===== src/logic/tsp_pkg.sv =====
// Shared constants for the source-port protection control block
package tsp_pkg;
    // Register pointers on the serial bus
    localparam logic [7:0] REG_CONTROL_WRITE = 8'h00;
    localparam logic [7:0] REG_CONTROL_ACK = 8'h01;
    localparam logic [7:0] REG_FAULT_FLAGS = 8'h02;
    // Control word bit positions
    localparam int BIT_CABLE_DIS = 7;
    localparam int BIT_BUS_DIS = 6;
    localparam int BIT_MODE_HI = 5;
    localparam int BIT_MODE_LO = 4;
    localparam int BIT_ACK3 = 3;
    localparam int BIT_GATE = 2;
    localparam int BIT_ROUTE_B = 1;
    localparam int BIT_ROUTE_A = 0;
    // Power mode codes, high bit first
    localparam logic [1:0] MODE_HIBERNATE = 2'h0;
    localparam logic [1:0] MODE_NORMAL = 2'h1;
    localparam logic [1:0] MODE_LOW_POWER = 2'h2;
    localparam logic [1:0] MODE_UNUSED = 2'h3;
    // Cable power routing codes
    localparam logic [1:0] ROUTE_A = 2'h1;
    localparam logic [1:0] ROUTE_B = 2'h2;
    // CC path condition driven to the analog switches
    localparam logic [1:0] CC_OFF = 2'h0;
    localparam logic [1:0] CC_HIGH_OHMIC = 2'h1;
    localparam logic [1:0] CC_FULL = 2'h2;
    // Recovery word: mode bits are free, all others fixed
    localparam logic [7:0] RECOVERY_MASK = 8'hCF;
    localparam logic [7:0] RECOVERY_VALUE = 8'h08;
    // Target address, upper six bits; lowest bit from the select pin
    localparam logic [5:0] TARGET_ADDR_HI = 6'h1A;
    // Reset values
    localparam logic [7:0] CONTROL_RESET = 8'h00;
    localparam logic [7:0] IDLE_BYTE = 8'h00;
    // Synchronised pin indices
    localparam int PIN_EN = 0;
    localparam int PIN_ADDR_SEL = 1;
    localparam int PIN_OVP_CC = 2;
    localparam int PIN_OTP = 3;
    localparam int PIN_OCP_BUS = 4;
    localparam int PIN_OCP_CABLE = 5;
    localparam int PIN_COUNT = 6;
    // Overcurrent hold time before recovery is accepted
    localparam int CLK_FREQ_MHZ = 125;
    localparam int OCP_HOLD_NS = 40000;
    localparam int OCP_HOLD_CYCLES = (OCP_HOLD_NS * CLK_FREQ_MHZ) / 1000;
    localparam int HOLD_W = 16;
    // Serial engine bit counter
    localparam logic [3:0] BITS_PER_BYTE = 4'h8;
endpackage : tsp_pkg


===== src/logic/tsp_protect_ctrl.sv =====
// Control and status logic of the source-port protection companion
`timescale 1ns/1ps
module tsp_protect_ctrl
    import tsp_pkg::*;
#(
    parameter int OCP_HOLD = OCP_HOLD_CYCLES,
    parameter logic PART_CODE = 1'b0 // Arbitrary neutral value
)
(
    input wire logic clk_sys_i,
    input wire logic rst_i,
    input wire logic en_i,
    input wire logic addr_sel_i,
    input wire logic scl_i,
    input wire logic sda_i,
    output logic sda_o,
    output logic sda_oe_o,
    input wire logic ovp_cc_i,
    input wire logic otp_i,
    input wire logic ocp_bus_i,
    input wire logic ocp_cable_i,
    output logic load_switch_gate_en_o,
    output logic cable_power_route_a_o,
    output logic cable_power_route_b_o,
    output logic bus_power_discharge_en_o,
    output logic cable_power_discharge_en_o,
    output logic [1:0] cc_path_mode_o,
    output logic cc_ovp_en_o,
    output logic current_sense_out_en_o,
    output logic bus_ocp_en_o,
    output logic fault_out_n_o,
    output logic fault_out_n_oe_o
);
    typedef struct packed {
        logic [PIN_COUNT-1:0] ff1;
        logic [PIN_COUNT-1:0] ff2;
        logic [PIN_COUNT-1:0] ff3;
        logic [PIN_COUNT-1:0] pin;
        logic addr_lsb;
        logic [7:0] ctrl;
        logic ocp_bus;
        logic ocp_cable;
        logic [HOLD_W-1:0] hold;
        logic gate;
        logic route_a;
        logic route_b;
        logic dis_bus;
        logic dis_cable;
        logic [1:0] cc_mode;
        logic ovp_en;
        logic sense_en;
        logic ocp_en;
        logic fault;
    } tsp_ctrl_t;

    tsp_ctrl_t cur_reg;
    tsp_ctrl_t cur_next;
    logic [PIN_COUNT-1:0] pins_raw;
    logic [PIN_COUNT-1:0] pin_next;
    logic func_rst;
    logic wr_stb;
    logic [7:0] wr_ptr;
    logic [7:0] wr_data;
    logic [7:0] rd_ptr;
    logic [7:0] rd_data;
    logic [7:0] ack_byte;
    logic [7:0] flag_byte;
    logic [1:0] mode;
    logic normal;
    logic low_power;
    logic tripped;
    logic hot;
    logic ctrl_write;
    logic recovery;
    logic route_a_on;
    logic route_b_on;

    assign pins_raw[PIN_EN] = en_i;
    assign pins_raw[PIN_ADDR_SEL] = addr_sel_i;
    assign pins_raw[PIN_OVP_CC] = ovp_cc_i;
    assign pins_raw[PIN_OTP] = otp_i;
    assign pins_raw[PIN_OCP_BUS] = ocp_bus_i;
    assign pins_raw[PIN_OCP_CABLE] = ocp_cable_i;

    // Three-stage pin synchronisers; change taken when last two agree
    genvar gi;
    generate
        for (gi = 0; gi < PIN_COUNT; gi = gi + 1) begin : g_pin_sync
            assign pin_next[gi] = (cur_reg.ff2[gi] == cur_reg.ff3[gi]) ? cur_reg.ff3[gi] : cur_reg.pin[gi];
        end
    endgenerate

    // Enable pin doubles as the functional reset
    assign func_rst = rst_i || !cur_reg.pin[PIN_EN];

    tsp_i2c_target u_i2c (
        .clk_sys_i(clk_sys_i),
        .rst_i(func_rst),
        .addr_lsb_i(cur_reg.addr_lsb),
        .scl_i(scl_i),
        .sda_i(sda_i),
        .sda_o(sda_o),
        .sda_oe_o(sda_oe_o),
        .wr_stb_o(wr_stb),
        .wr_ptr_o(wr_ptr),
        .wr_data_o(wr_data),
        .rd_ptr_o(rd_ptr),
        .rd_data_i(rd_data)
    );

    // Unused code 11 behaves as hibernate
    assign mode = (cur_reg.ctrl[BIT_MODE_HI:BIT_MODE_LO] == MODE_UNUSED) ? MODE_HIBERNATE
                  : cur_reg.ctrl[BIT_MODE_HI:BIT_MODE_LO];
    assign normal = (mode == MODE_NORMAL);
    assign low_power = (mode == MODE_LOW_POWER);
    assign tripped = cur_reg.ocp_bus || cur_reg.ocp_cable;
    assign hot = cur_reg.pin[PIN_OTP];
    assign ctrl_write = wr_stb && (wr_ptr == REG_CONTROL_WRITE);
    // Recovery only once the hold time has run out
    assign recovery = ctrl_write && ((wr_data & RECOVERY_MASK) == RECOVERY_VALUE)
                      && (cur_reg.hold == '0);

    assign route_a_on = normal && !tripped && !hot
                        && (cur_reg.ctrl[BIT_ROUTE_B:BIT_ROUTE_A] == ROUTE_A);
    assign route_b_on = normal && !tripped && !hot
                        && (cur_reg.ctrl[BIT_ROUTE_B:BIT_ROUTE_A] == ROUTE_B);

    // Acknowledge shows what is applied, not what was written, except bit 3, which echoes the written bit
    assign ack_byte = {cur_reg.dis_cable, cur_reg.dis_bus, mode, cur_reg.ctrl[BIT_ACK3],
                       cur_reg.gate, cur_reg.route_b, cur_reg.route_a};
    assign flag_byte = {PART_CODE, 1'b0, cur_reg.ocp_bus, normal && cur_reg.pin[PIN_OVP_CC],
                        hot, 1'b0, cur_reg.ocp_bus, cur_reg.ocp_cable};

    always_comb begin
        unique case (rd_ptr)
            REG_CONTROL_ACK: rd_data = ack_byte;
            REG_FAULT_FLAGS: rd_data = flag_byte;
            default: rd_data = IDLE_BYTE;
        endcase
    end

    always_comb begin
        cur_next = cur_reg;
        cur_next.ff1 = pins_raw;
        cur_next.ff2 = cur_reg.ff1;
        cur_next.ff3 = cur_reg.ff2;
        cur_next.pin = pin_next;
        if (func_rst) begin
            // Strap caught while held in reset, stable by release
            cur_next.addr_lsb = cur_reg.pin[PIN_ADDR_SEL];
            cur_next.ctrl = CONTROL_RESET;
            cur_next.ocp_bus = 1'b0;
            cur_next.ocp_cable = 1'b0;
            cur_next.hold = '0;
            cur_next.gate = 1'b0;
            cur_next.route_a = 1'b0;
            cur_next.route_b = 1'b0;
            cur_next.dis_bus = 1'b0;
            cur_next.dis_cable = 1'b0;
            cur_next.cc_mode = CC_OFF;
            cur_next.ovp_en = 1'b0;
            cur_next.sense_en = 1'b0;
            cur_next.ocp_en = 1'b0;
            cur_next.fault = 1'b0;
        end else begin
            if (ctrl_write) begin
                cur_next.ctrl = wr_data;
            end
            if (cur_reg.hold != '0) begin
                cur_next.hold = cur_reg.hold - HOLD_W'(1);
            end
            if (recovery) begin
                cur_next.ocp_bus = 1'b0;
                cur_next.ocp_cable = 1'b0;
            end
            // New trip wins over a recovery in the same cycle
            if (normal && cur_reg.pin[PIN_OCP_BUS]) begin
                cur_next.ocp_bus = 1'b1;
                cur_next.hold = HOLD_W'(OCP_HOLD);
            end
            if (normal && cur_reg.pin[PIN_OCP_CABLE]) begin
                cur_next.ocp_cable = 1'b1;
                cur_next.hold = HOLD_W'(OCP_HOLD);
            end
            cur_next.gate = normal && !tripped && !hot && cur_reg.ctrl[BIT_GATE];
            cur_next.route_a = route_a_on;
            cur_next.route_b = route_b_on;
            cur_next.dis_bus = normal && (cur_reg.ctrl[BIT_BUS_DIS] || tripped);
            // Never discharge into a closed cable power switch
            cur_next.dis_cable = normal && (cur_reg.ctrl[BIT_CABLE_DIS] || tripped)
                                 && !route_a_on && !route_b_on
                                 && !cur_reg.route_a && !cur_reg.route_b;
            if (normal) begin
                cur_next.cc_mode = (cur_reg.hold != '0 || hot) ? CC_OFF : CC_FULL;
            end else if (low_power) begin
                cur_next.cc_mode = CC_HIGH_OHMIC;
            end else begin
                cur_next.cc_mode = CC_OFF;
            end
            cur_next.ovp_en = (normal && !hot) || low_power;
            cur_next.sense_en = normal;
            cur_next.ocp_en = normal && !tripped;
            cur_next.fault = normal && (cur_reg.pin[PIN_OVP_CC] || hot || tripped);
        end
    end

    always_ff @(posedge clk_sys_i) begin
        if (rst_i) begin
            cur_reg <= '0;
        end else begin
            cur_reg <= cur_next;
        end
    end

    assign load_switch_gate_en_o = cur_reg.gate;
    assign cable_power_route_a_o = cur_reg.route_a;
    assign cable_power_route_b_o = cur_reg.route_b;
    assign bus_power_discharge_en_o = cur_reg.dis_bus;
    assign cable_power_discharge_en_o = cur_reg.dis_cable;
    assign cc_path_mode_o = cur_reg.cc_mode;
    assign cc_ovp_en_o = cur_reg.ovp_en;
    assign current_sense_out_en_o = cur_reg.sense_en;
    assign bus_ocp_en_o = cur_reg.ocp_en;
    // Open drain: pull low only, never drive high
    assign fault_out_n_o = 1'b0;
    assign fault_out_n_oe_o = cur_reg.fault;
endmodule : tsp_protect_ctrl


===== src/logic/tsp_i2c_target.sv =====
// Serial bus target engine, oversampling the bus pins on the system clock
`timescale 1ns/1ps
module tsp_i2c_target
    import tsp_pkg::*;
(
    input wire logic clk_sys_i,
    input wire logic rst_i,
    input wire logic addr_lsb_i,
    input wire logic scl_i,
    input wire logic sda_i,
    output logic sda_o,
    output logic sda_oe_o,
    output logic wr_stb_o,
    output logic [7:0] wr_ptr_o,
    output logic [7:0] wr_data_o,
    output logic [7:0] rd_ptr_o,
    input wire logic [7:0] rd_data_i
);
    typedef enum logic [6:0] {
        ST_IDLE  = 7'h01,
        ST_ADDR  = 7'h02,
        ST_ACK_A = 7'h04,
        ST_WBYTE = 7'h08,
        ST_ACK_W = 7'h10,
        ST_RBYTE = 7'h20,
        ST_ACK_R = 7'h40
    } tsp_i2c_state_t;

    typedef struct packed {
        logic [1:0] ff1;
        logic [1:0] ff2;
        logic [1:0] ff3;
        logic scl;
        logic sda;
        tsp_i2c_state_t state;
        logic [3:0] cnt;
        logic [7:0] shift;
        logic rw;
        logic nack;
        logic got_ptr;
        logic [7:0] ptr;
        logic drive;
        logic wr_stb;
        logic [7:0] wr_data;
    } tsp_i2c_t;

    tsp_i2c_t cur_reg;
    tsp_i2c_t cur_next;
    logic scl_new;
    logic sda_new;
    logic scl_rise;
    logic scl_fall;

    // Change accepted once second and third stages agree
    assign scl_new = (cur_reg.ff2[0] == cur_reg.ff3[0]) ? cur_reg.ff3[0] : cur_reg.scl;
    assign sda_new = (cur_reg.ff2[1] == cur_reg.ff3[1]) ? cur_reg.ff3[1] : cur_reg.sda;
    assign scl_rise = !cur_reg.scl && scl_new;
    assign scl_fall = cur_reg.scl && !scl_new;

    always_comb begin
        cur_next = cur_reg;
        cur_next.ff1 = {sda_i, scl_i};
        cur_next.ff2 = cur_reg.ff1;
        cur_next.ff3 = cur_reg.ff2;
        cur_next.scl = scl_new;
        cur_next.sda = sda_new;
        cur_next.wr_stb = 1'b0;
        if (cur_reg.scl && scl_new && cur_reg.sda && !sda_new) begin
            cur_next.state = ST_ADDR;
            cur_next.cnt = 4'h0;
            cur_next.got_ptr = 1'b0;
            cur_next.drive = 1'b0;
        end else if (cur_reg.scl && scl_new && !cur_reg.sda && sda_new) begin
            cur_next.state = ST_IDLE;
            cur_next.drive = 1'b0;
        end else begin
            unique case (cur_reg.state)
                ST_IDLE: begin
                    cur_next.drive = 1'b0;
                end
                ST_ADDR, ST_WBYTE: begin
                    if (scl_rise) begin
                        cur_next.shift = {cur_reg.shift[6:0], sda_new};
                        cur_next.cnt = cur_reg.cnt + 4'h1;
                    end else if (scl_fall && cur_reg.cnt == BITS_PER_BYTE) begin
                        if (cur_reg.state == ST_ADDR) begin
                            // Address decode with strap-selected lowest bit
                            if (cur_reg.shift[7:1] == {TARGET_ADDR_HI, addr_lsb_i}) begin
                                cur_next.drive = 1'b1;
                                cur_next.rw = cur_reg.shift[0];
                                cur_next.state = ST_ACK_A;
                            end else begin
                                cur_next.state = ST_IDLE;
                            end
                        end else begin
                            cur_next.drive = 1'b1;
                            cur_next.state = ST_ACK_W;
                            if (!cur_reg.got_ptr) begin
                                cur_next.ptr = cur_reg.shift;
                                cur_next.got_ptr = 1'b1;
                            end else begin
                                cur_next.wr_stb = 1'b1;
                                cur_next.wr_data = cur_reg.shift;
                            end
                        end
                    end
                end
                ST_ACK_A, ST_ACK_W: begin
                    if (scl_fall) begin
                        cur_next.cnt = 4'h0;
                        if (cur_reg.state == ST_ACK_A && cur_reg.rw) begin
                            cur_next.drive = !rd_data_i[7];
                            cur_next.shift = {rd_data_i[6:0], 1'b0};
                            cur_next.state = ST_RBYTE;
                        end else begin
                            cur_next.drive = 1'b0;
                            cur_next.state = ST_WBYTE;
                        end
                    end
                end
                ST_RBYTE: begin
                    if (scl_rise) begin
                        cur_next.cnt = cur_reg.cnt + 4'h1;
                    end else if (scl_fall) begin
                        if (cur_reg.cnt == BITS_PER_BYTE) begin
                            cur_next.drive = 1'b0;
                            cur_next.state = ST_ACK_R;
                        end else begin
                            cur_next.drive = !cur_reg.shift[7];
                            cur_next.shift = {cur_reg.shift[6:0], 1'b0};
                        end
                    end
                end
                ST_ACK_R: begin
                    if (scl_rise) begin
                        cur_next.nack = sda_new;
                    end else if (scl_fall) begin
                        cur_next.cnt = 4'h0;
                        // Same register again; no pointer increment
                        if (cur_reg.nack) begin
                            cur_next.state = ST_IDLE;
                        end else begin
                            cur_next.drive = !rd_data_i[7];
                            cur_next.shift = {rd_data_i[6:0], 1'b0};
                            cur_next.state = ST_RBYTE;
                        end
                    end
                end
            endcase
        end
    end

    always_ff @(posedge clk_sys_i) begin
        if (rst_i) begin
            cur_reg <= '{ff1: 2'h3, ff2: 2'h3, ff3: 2'h3, scl: 1'b1, sda: 1'b1, state: ST_IDLE,
                         cnt: 4'h0, shift: IDLE_BYTE, rw: 1'b0, nack: 1'b0, got_ptr: 1'b0,
                         ptr: IDLE_BYTE, drive: 1'b0, wr_stb: 1'b0, wr_data: IDLE_BYTE};
        end else begin
            cur_reg <= cur_next;
        end
    end

    assign sda_o = 1'b0;
    assign sda_oe_o = cur_reg.drive;
    assign wr_stb_o = cur_reg.wr_stb;
    assign wr_ptr_o = cur_reg.ptr;
    assign wr_data_o = cur_reg.wr_data;
    assign rd_ptr_o = cur_reg.ptr;
endmodule : tsp_i2c_target


===== config.mk =====
export PLATFORM = sky130hd
export DESIGN_NAME = tsp_protect_ctrl
export DESIGN_NICKNAME = d
export VERILOG_FILES = /design/src/logic/tsp_pkg.sv /design/src/logic/tsp_protect_ctrl.sv /design/src/logic/tsp_i2c_target.sv
export SDC_FILE = /design/constraint.sdc
export NUM_CORES = 1
export LEC_CHECK = 0
export BUFFER_PORTS_ARGS = -buffer_cell sky130_fd_sc_hd__buf_2
export CAP_MARGIN = 20
export CORE_MARGIN = 1
export CORE_UTILIZATION = 35
export CTS_CLUSTER_SIZE = 10
export DETAILED_ROUTE_END_ITERATION = 16
export PLACE_DENSITY = 0.55
export REMOVE_ABC_BUFFERS = 1
export SLEW_MARGIN = 20
export SYNTH_ARGS = -nofsm -noshare
export SYNTH_HDL_FRONTEND = slang
export SYNTH_HIERARCHICAL = 1
export SYNTH_SLANG_ARGS = --single-unit

===== constraint.sdc =====
create_clock -name clk_sys_i -period 3.5 [get_ports clk_sys_i]
set_input_delay 0.7 -clock clk_sys_i [delete_from_list [all_inputs] [get_ports clk_sys_i]]
set_output_delay 0.7 -clock clk_sys_i [all_outputs]
set_load 0.05 [all_outputs]

# After elaboration in Yosys (flattened, before gate mapping)
# Cells that the tools add are included.
# word_totals
regBits	110
output_inout_bits	14
elab_cells	231
# classes
n_mux	60
bitwise_logic	7
n_addsub	2
eq_ne	47
reduce_logical	74
# ops
cell	count
$mux 19	5
$pmux 19 s4	1
$mux 8	6
$mux 9	4
$mux 7	5
$mux 16	2
$logic_and 1x1->1	28
$reduce_and 7->1	4
$reduce_and 9->1	3
$mux 23	1
$mux 1	21
$ne 4x1->1 const B	5
$mux 6	3
$mux 17	1
$logic_not 16->1	1
$ne 2x1->1 const B	8
$pmux 8 s2	1
$reduce_bool 16->1	1
$sub 16x1->16 const B	1
$logic_not 1->1	13
$mux 12	1
$ne 4x4->1 const B	3
$reduce_and 12->1	1
$mux 2	5
35 further kinds	66

# Longest topological paths before layout
# depth
ltp_word	11
mapped_depth	9
mapped_depth_nobuf	8

# By module
# The synthesis kept the hierarchy.
# modules_own_cells
mod	area_per_inst_um2	cells_each	n_inst
tsp_i2c_target	2697.6	299	1
tsp_protect_ctrl	2452.4	264	1

# Least setup slack after synthesis
# OpenSTA, ideal clock, no wires.
# synth_path
kind	input -> register
start	input port rst_i
end	register u_i2c.cur_reg (netlist bit u_i2c/wr_stb_o)
arrival_time_ps	2224
required_ps	3441
cell_stages	7
slack_ps	1218
path_buffers	2
path_cell_list	nor2b_1 -> inv_1 -> clkbuf_1 -> clkbuf_1 -> nor2_1 -> and4_1 -> and2_1
# synth_via
elab_chain_cells	2
# synth_rtl
element	line	text
start: declaration	tsp_protect_ctrl.sv:11	input wire logic rst_i,
$logic_or 1x1->1	tsp_protect_ctrl.sv:94	assign func_rst = rst_i || !cur_reg.pin[PIN_EN];
via func_rst	tsp_protect_ctrl.sv:60	logic func_rst;
$reduce_or 7->1 (no source line)	--	
end signal: assignment	tsp_i2c_target.sv:155	cur_reg <= '{ff1: 2'h3, ff2: 2'h3, ff3: 2'h3, scl: 1'b1, sda: 1'b1, state: ST_IDLE,
end signal: assignment	tsp_i2c_target.sv:159	cur_reg <= cur_next;
end: declaration	tsp_i2c_target.sv:47	tsp_i2c_t cur_reg;
# The timed path passes the listed nets, and every way through them passes these cells.
# A chain may end at the register's enable or synchronous reset.

# Final worst setup path
# layout_path
start	register u_i2c/cur_reg[39] (netlist bit)
end	register u_i2c.cur_reg (netlist bit u_i2c/rd_ptr_o[1])
# layout_via
elab_chain_cells	3
# layout_rtl
element	line
$eq 7x4->1 / $eq 7x2->1 (equally long branches)	tsp_i2c_target.sv:77, tsp_i2c_target.sv:86
$reduce_or 2->1 / $not 1->1 (equally long branches)	--
$reduce_and 7->1 (no source line) (*)	--
# Mark *: on every way between the ends. The rest lies on a longest branch, timed or not.

==> impl_metrics.yaml <==
drt:
  first_pass_iters: 4
  drc: 0
  route.vias.total: 3929
  drt_iter0_drc: 228
  viasPerCell: 5.36
  ant_nets: 0
  routed_wl_um: 11300
  wl_per_cell_um: 15.4
grt:
  antenna_found_initial: 1
  grt_max_degree: 47
  grt_pass1_wl_um: 18500
  grt-ovfl-total: 0
  grt_usage: 0.161
  first_global_vias: 3646
setup_path:
  cp_max_fo: 14
  arrival_ps: 2570
  rrSetupSlack_ps: 1160
  startpoint: "u_i2c/cur_reg[39]"
  crit_path_end_kind: "register"
  regToRegStartpoint: "u_i2c/cur_reg[39]"
  critPathKind: "register to register"
  critPathRequiredTime_ps: 3730
  worstSetupStartpointType: "register"
die:
  dieArea_mm2: 0.0152
  chipWidth_um: 123
  core_area_mm2: 0.0141
  die_h_um: 123
  start_util: 0.365
  rows: 43
  ios: 24
finish:
  mostFrequentLayoutCells: "dfxtp_1, nor2_1, mux2i_1"
  drive_above_1_share: 0.137
  multi_input_area_mm2: 0.00260
  largest_reg_flops: 38
  instances_no_fill: 733
  n_antenna_cell: 0
  layout_commonest_cell: "dfxtp_1"
  finalNetCount: 561
  final_core_util: 0.390
  final-seq-area_mm2: 0.00220
  syn2layout_area_growth_pct: 6.73
  nFillCells: 1421
min_path:
  hp-start: "u_i2c/cur_next[45]"
  min_path_type: "register to register"
cts:
  numCtsBuffers: 9
  clkLatencyLatePin_ps: 350
  ctsHoldBuffers: 0
  postCtsSetupRepairBufs: 0
  cts_max_path_buffers: 2
  cts.sinks: 110
  htreeDepth: 3
  clkTransAtPathRegs_ps: 70
  root_buffer: "clkbuf_16"
  ctsResizeCount: 0
  cts_tree: "built"
job:
  drv_cap: 0
power_and_ir_drop:
  ir_drop_v: 0.000293
  power_density_mw_per_mm2: 425
  p_leak_nw: 2.16
synthesis:
  synth_flop_cell: "dfxtp_1"
  ys_seq_area_frac: 0.428
  async_flop_share: 0
  avgSynthCellArea_um2: 9.15
  synthDistinctLibCells: 70
  synth_area_leaders: "dfxtp_1, mux2i_1, buf_4"
  syn_inst: 563
  ys_warn_count: 6
  yosysTopAreaCellShare: 0.428
  synth-seq-cells: 110
  synth_edf_count: 0
  synth_top_area_cell: "dfxtp_1"
  synthesis.area_mm2: 0.00515
timing:
  setup_violations: 0
  min_period_over_period: 0.668
  worst_pin_slew_ps: 855
  drv_slew: 0
  hold_ws_ps: 413
  rsz0062_at_grt: "false"
  fmax_mhz: 428
  slew_headroom: 0.428
  min_period_ps: 2340
  setup_tns_ps: 0
  fin_ws_ps: 1160
  finalHoldViolCount: 0
  finClkSkew_ps: 8.65
placed_design:
  dpl.hpwl_um: 8130
  place_ws_ps: 987
  io_buffers: 21
  dp.cells: 717
  globalplace.congestion: 0.838
outcome:
  status: "completed"
[synthesized netlist by cell type (all sizes together) (3+ instances only)]
cell type,instances
a211oi,3
a21oi,21
a31oi,9
and3,8
buf,37
clkbuf,12
dfxtp,110
ha,3
inv,12
mux2i,38
nand2,28
nand2b,9
nand3,10
nand3b,8
nand4,10
nand4b,3
nor2,57
nor2b,27
nor3,21
nor3b,3
nor4,10
nor4b,3
o211a,3
o211ai,15
o21ai,21
o22ai,4
o31ai,7
o41ai,8
or2,10
or3,7
or3b,3
or4,10
or4b,4
xor2,4
[per-stage QoR]
step	power, mW	area [um2]
2_1_floorplan	1.30	4850
3_3_place_gp	1.31	5190
3_5_place_dp	1.31	5190
4_1_cts	2.37	5500
5_1_grt	2.42	5500
6_report	2.34	5500
[worst paths after layout]
path,endpoint,cells past startpoint
setup reg to reg,u_i2c/rd_ptr_o[1],5
hold reg to reg,u_i2c/cur_next[43],1
hold / removal,u_i2c/cur_next[43],1
setup / recovery,u_i2c/rd_ptr_o[1],5
[critical path: stages, from the launching register on]
cell and delay, ps:
dfxtp_1 460, or4_4 610, nor3_1 300, nand3_1 470
mux2i_1 310, nor2_1 60
[power breakdown]
part | leakage [nW] | switching (mW) | internal, mW | total (mW)
registers | 0.889 | 0.00297 | 1.26 | 1.26
logic | 1.12 | 0.0117 | 0.00821 | 0.0199
clock network | 0.146 | 0.486 | 0.569 | 1.05
[cells by family after synthesis]
family / after synthesis / synth area share
xor gates and xnor gates: 6 / 0.0102
and+or+nand+nor: 237 / 0.265
AOI/OAI and AO/OA: 105 / 0.145
muxes: 38 / 0.0739
adders and majority gates: 4 / 0.00923
buffers and inverters: 61 / 0.0675
other: 2 / 0.00146
DFF: 110 / 0.428
[layer usage]
layer / vias to the layer above / share of wire / global-route usage
met5: - / 0 / 0
met2: 78 / 0.45 / 0.241
met3: 21 / 0.048 / 0.0466
met4: 0 / 0.021 / 0.0648
met1: 1843 / 0.48 / 0.215
li1: 1987 / - / -
[cell type report]
class                           count  area share
Multi-Input combinational cell    392       0.473
Tap cell                          180      0.0410
Inverter                           12     0.00819
Sequential cell                   110       0.401
Timing Repair Buffer               23      0.0219
Clock inverter                      6      0.0137
Clock buffer                       10      0.0417
Power figures use the tool's default switching activity.
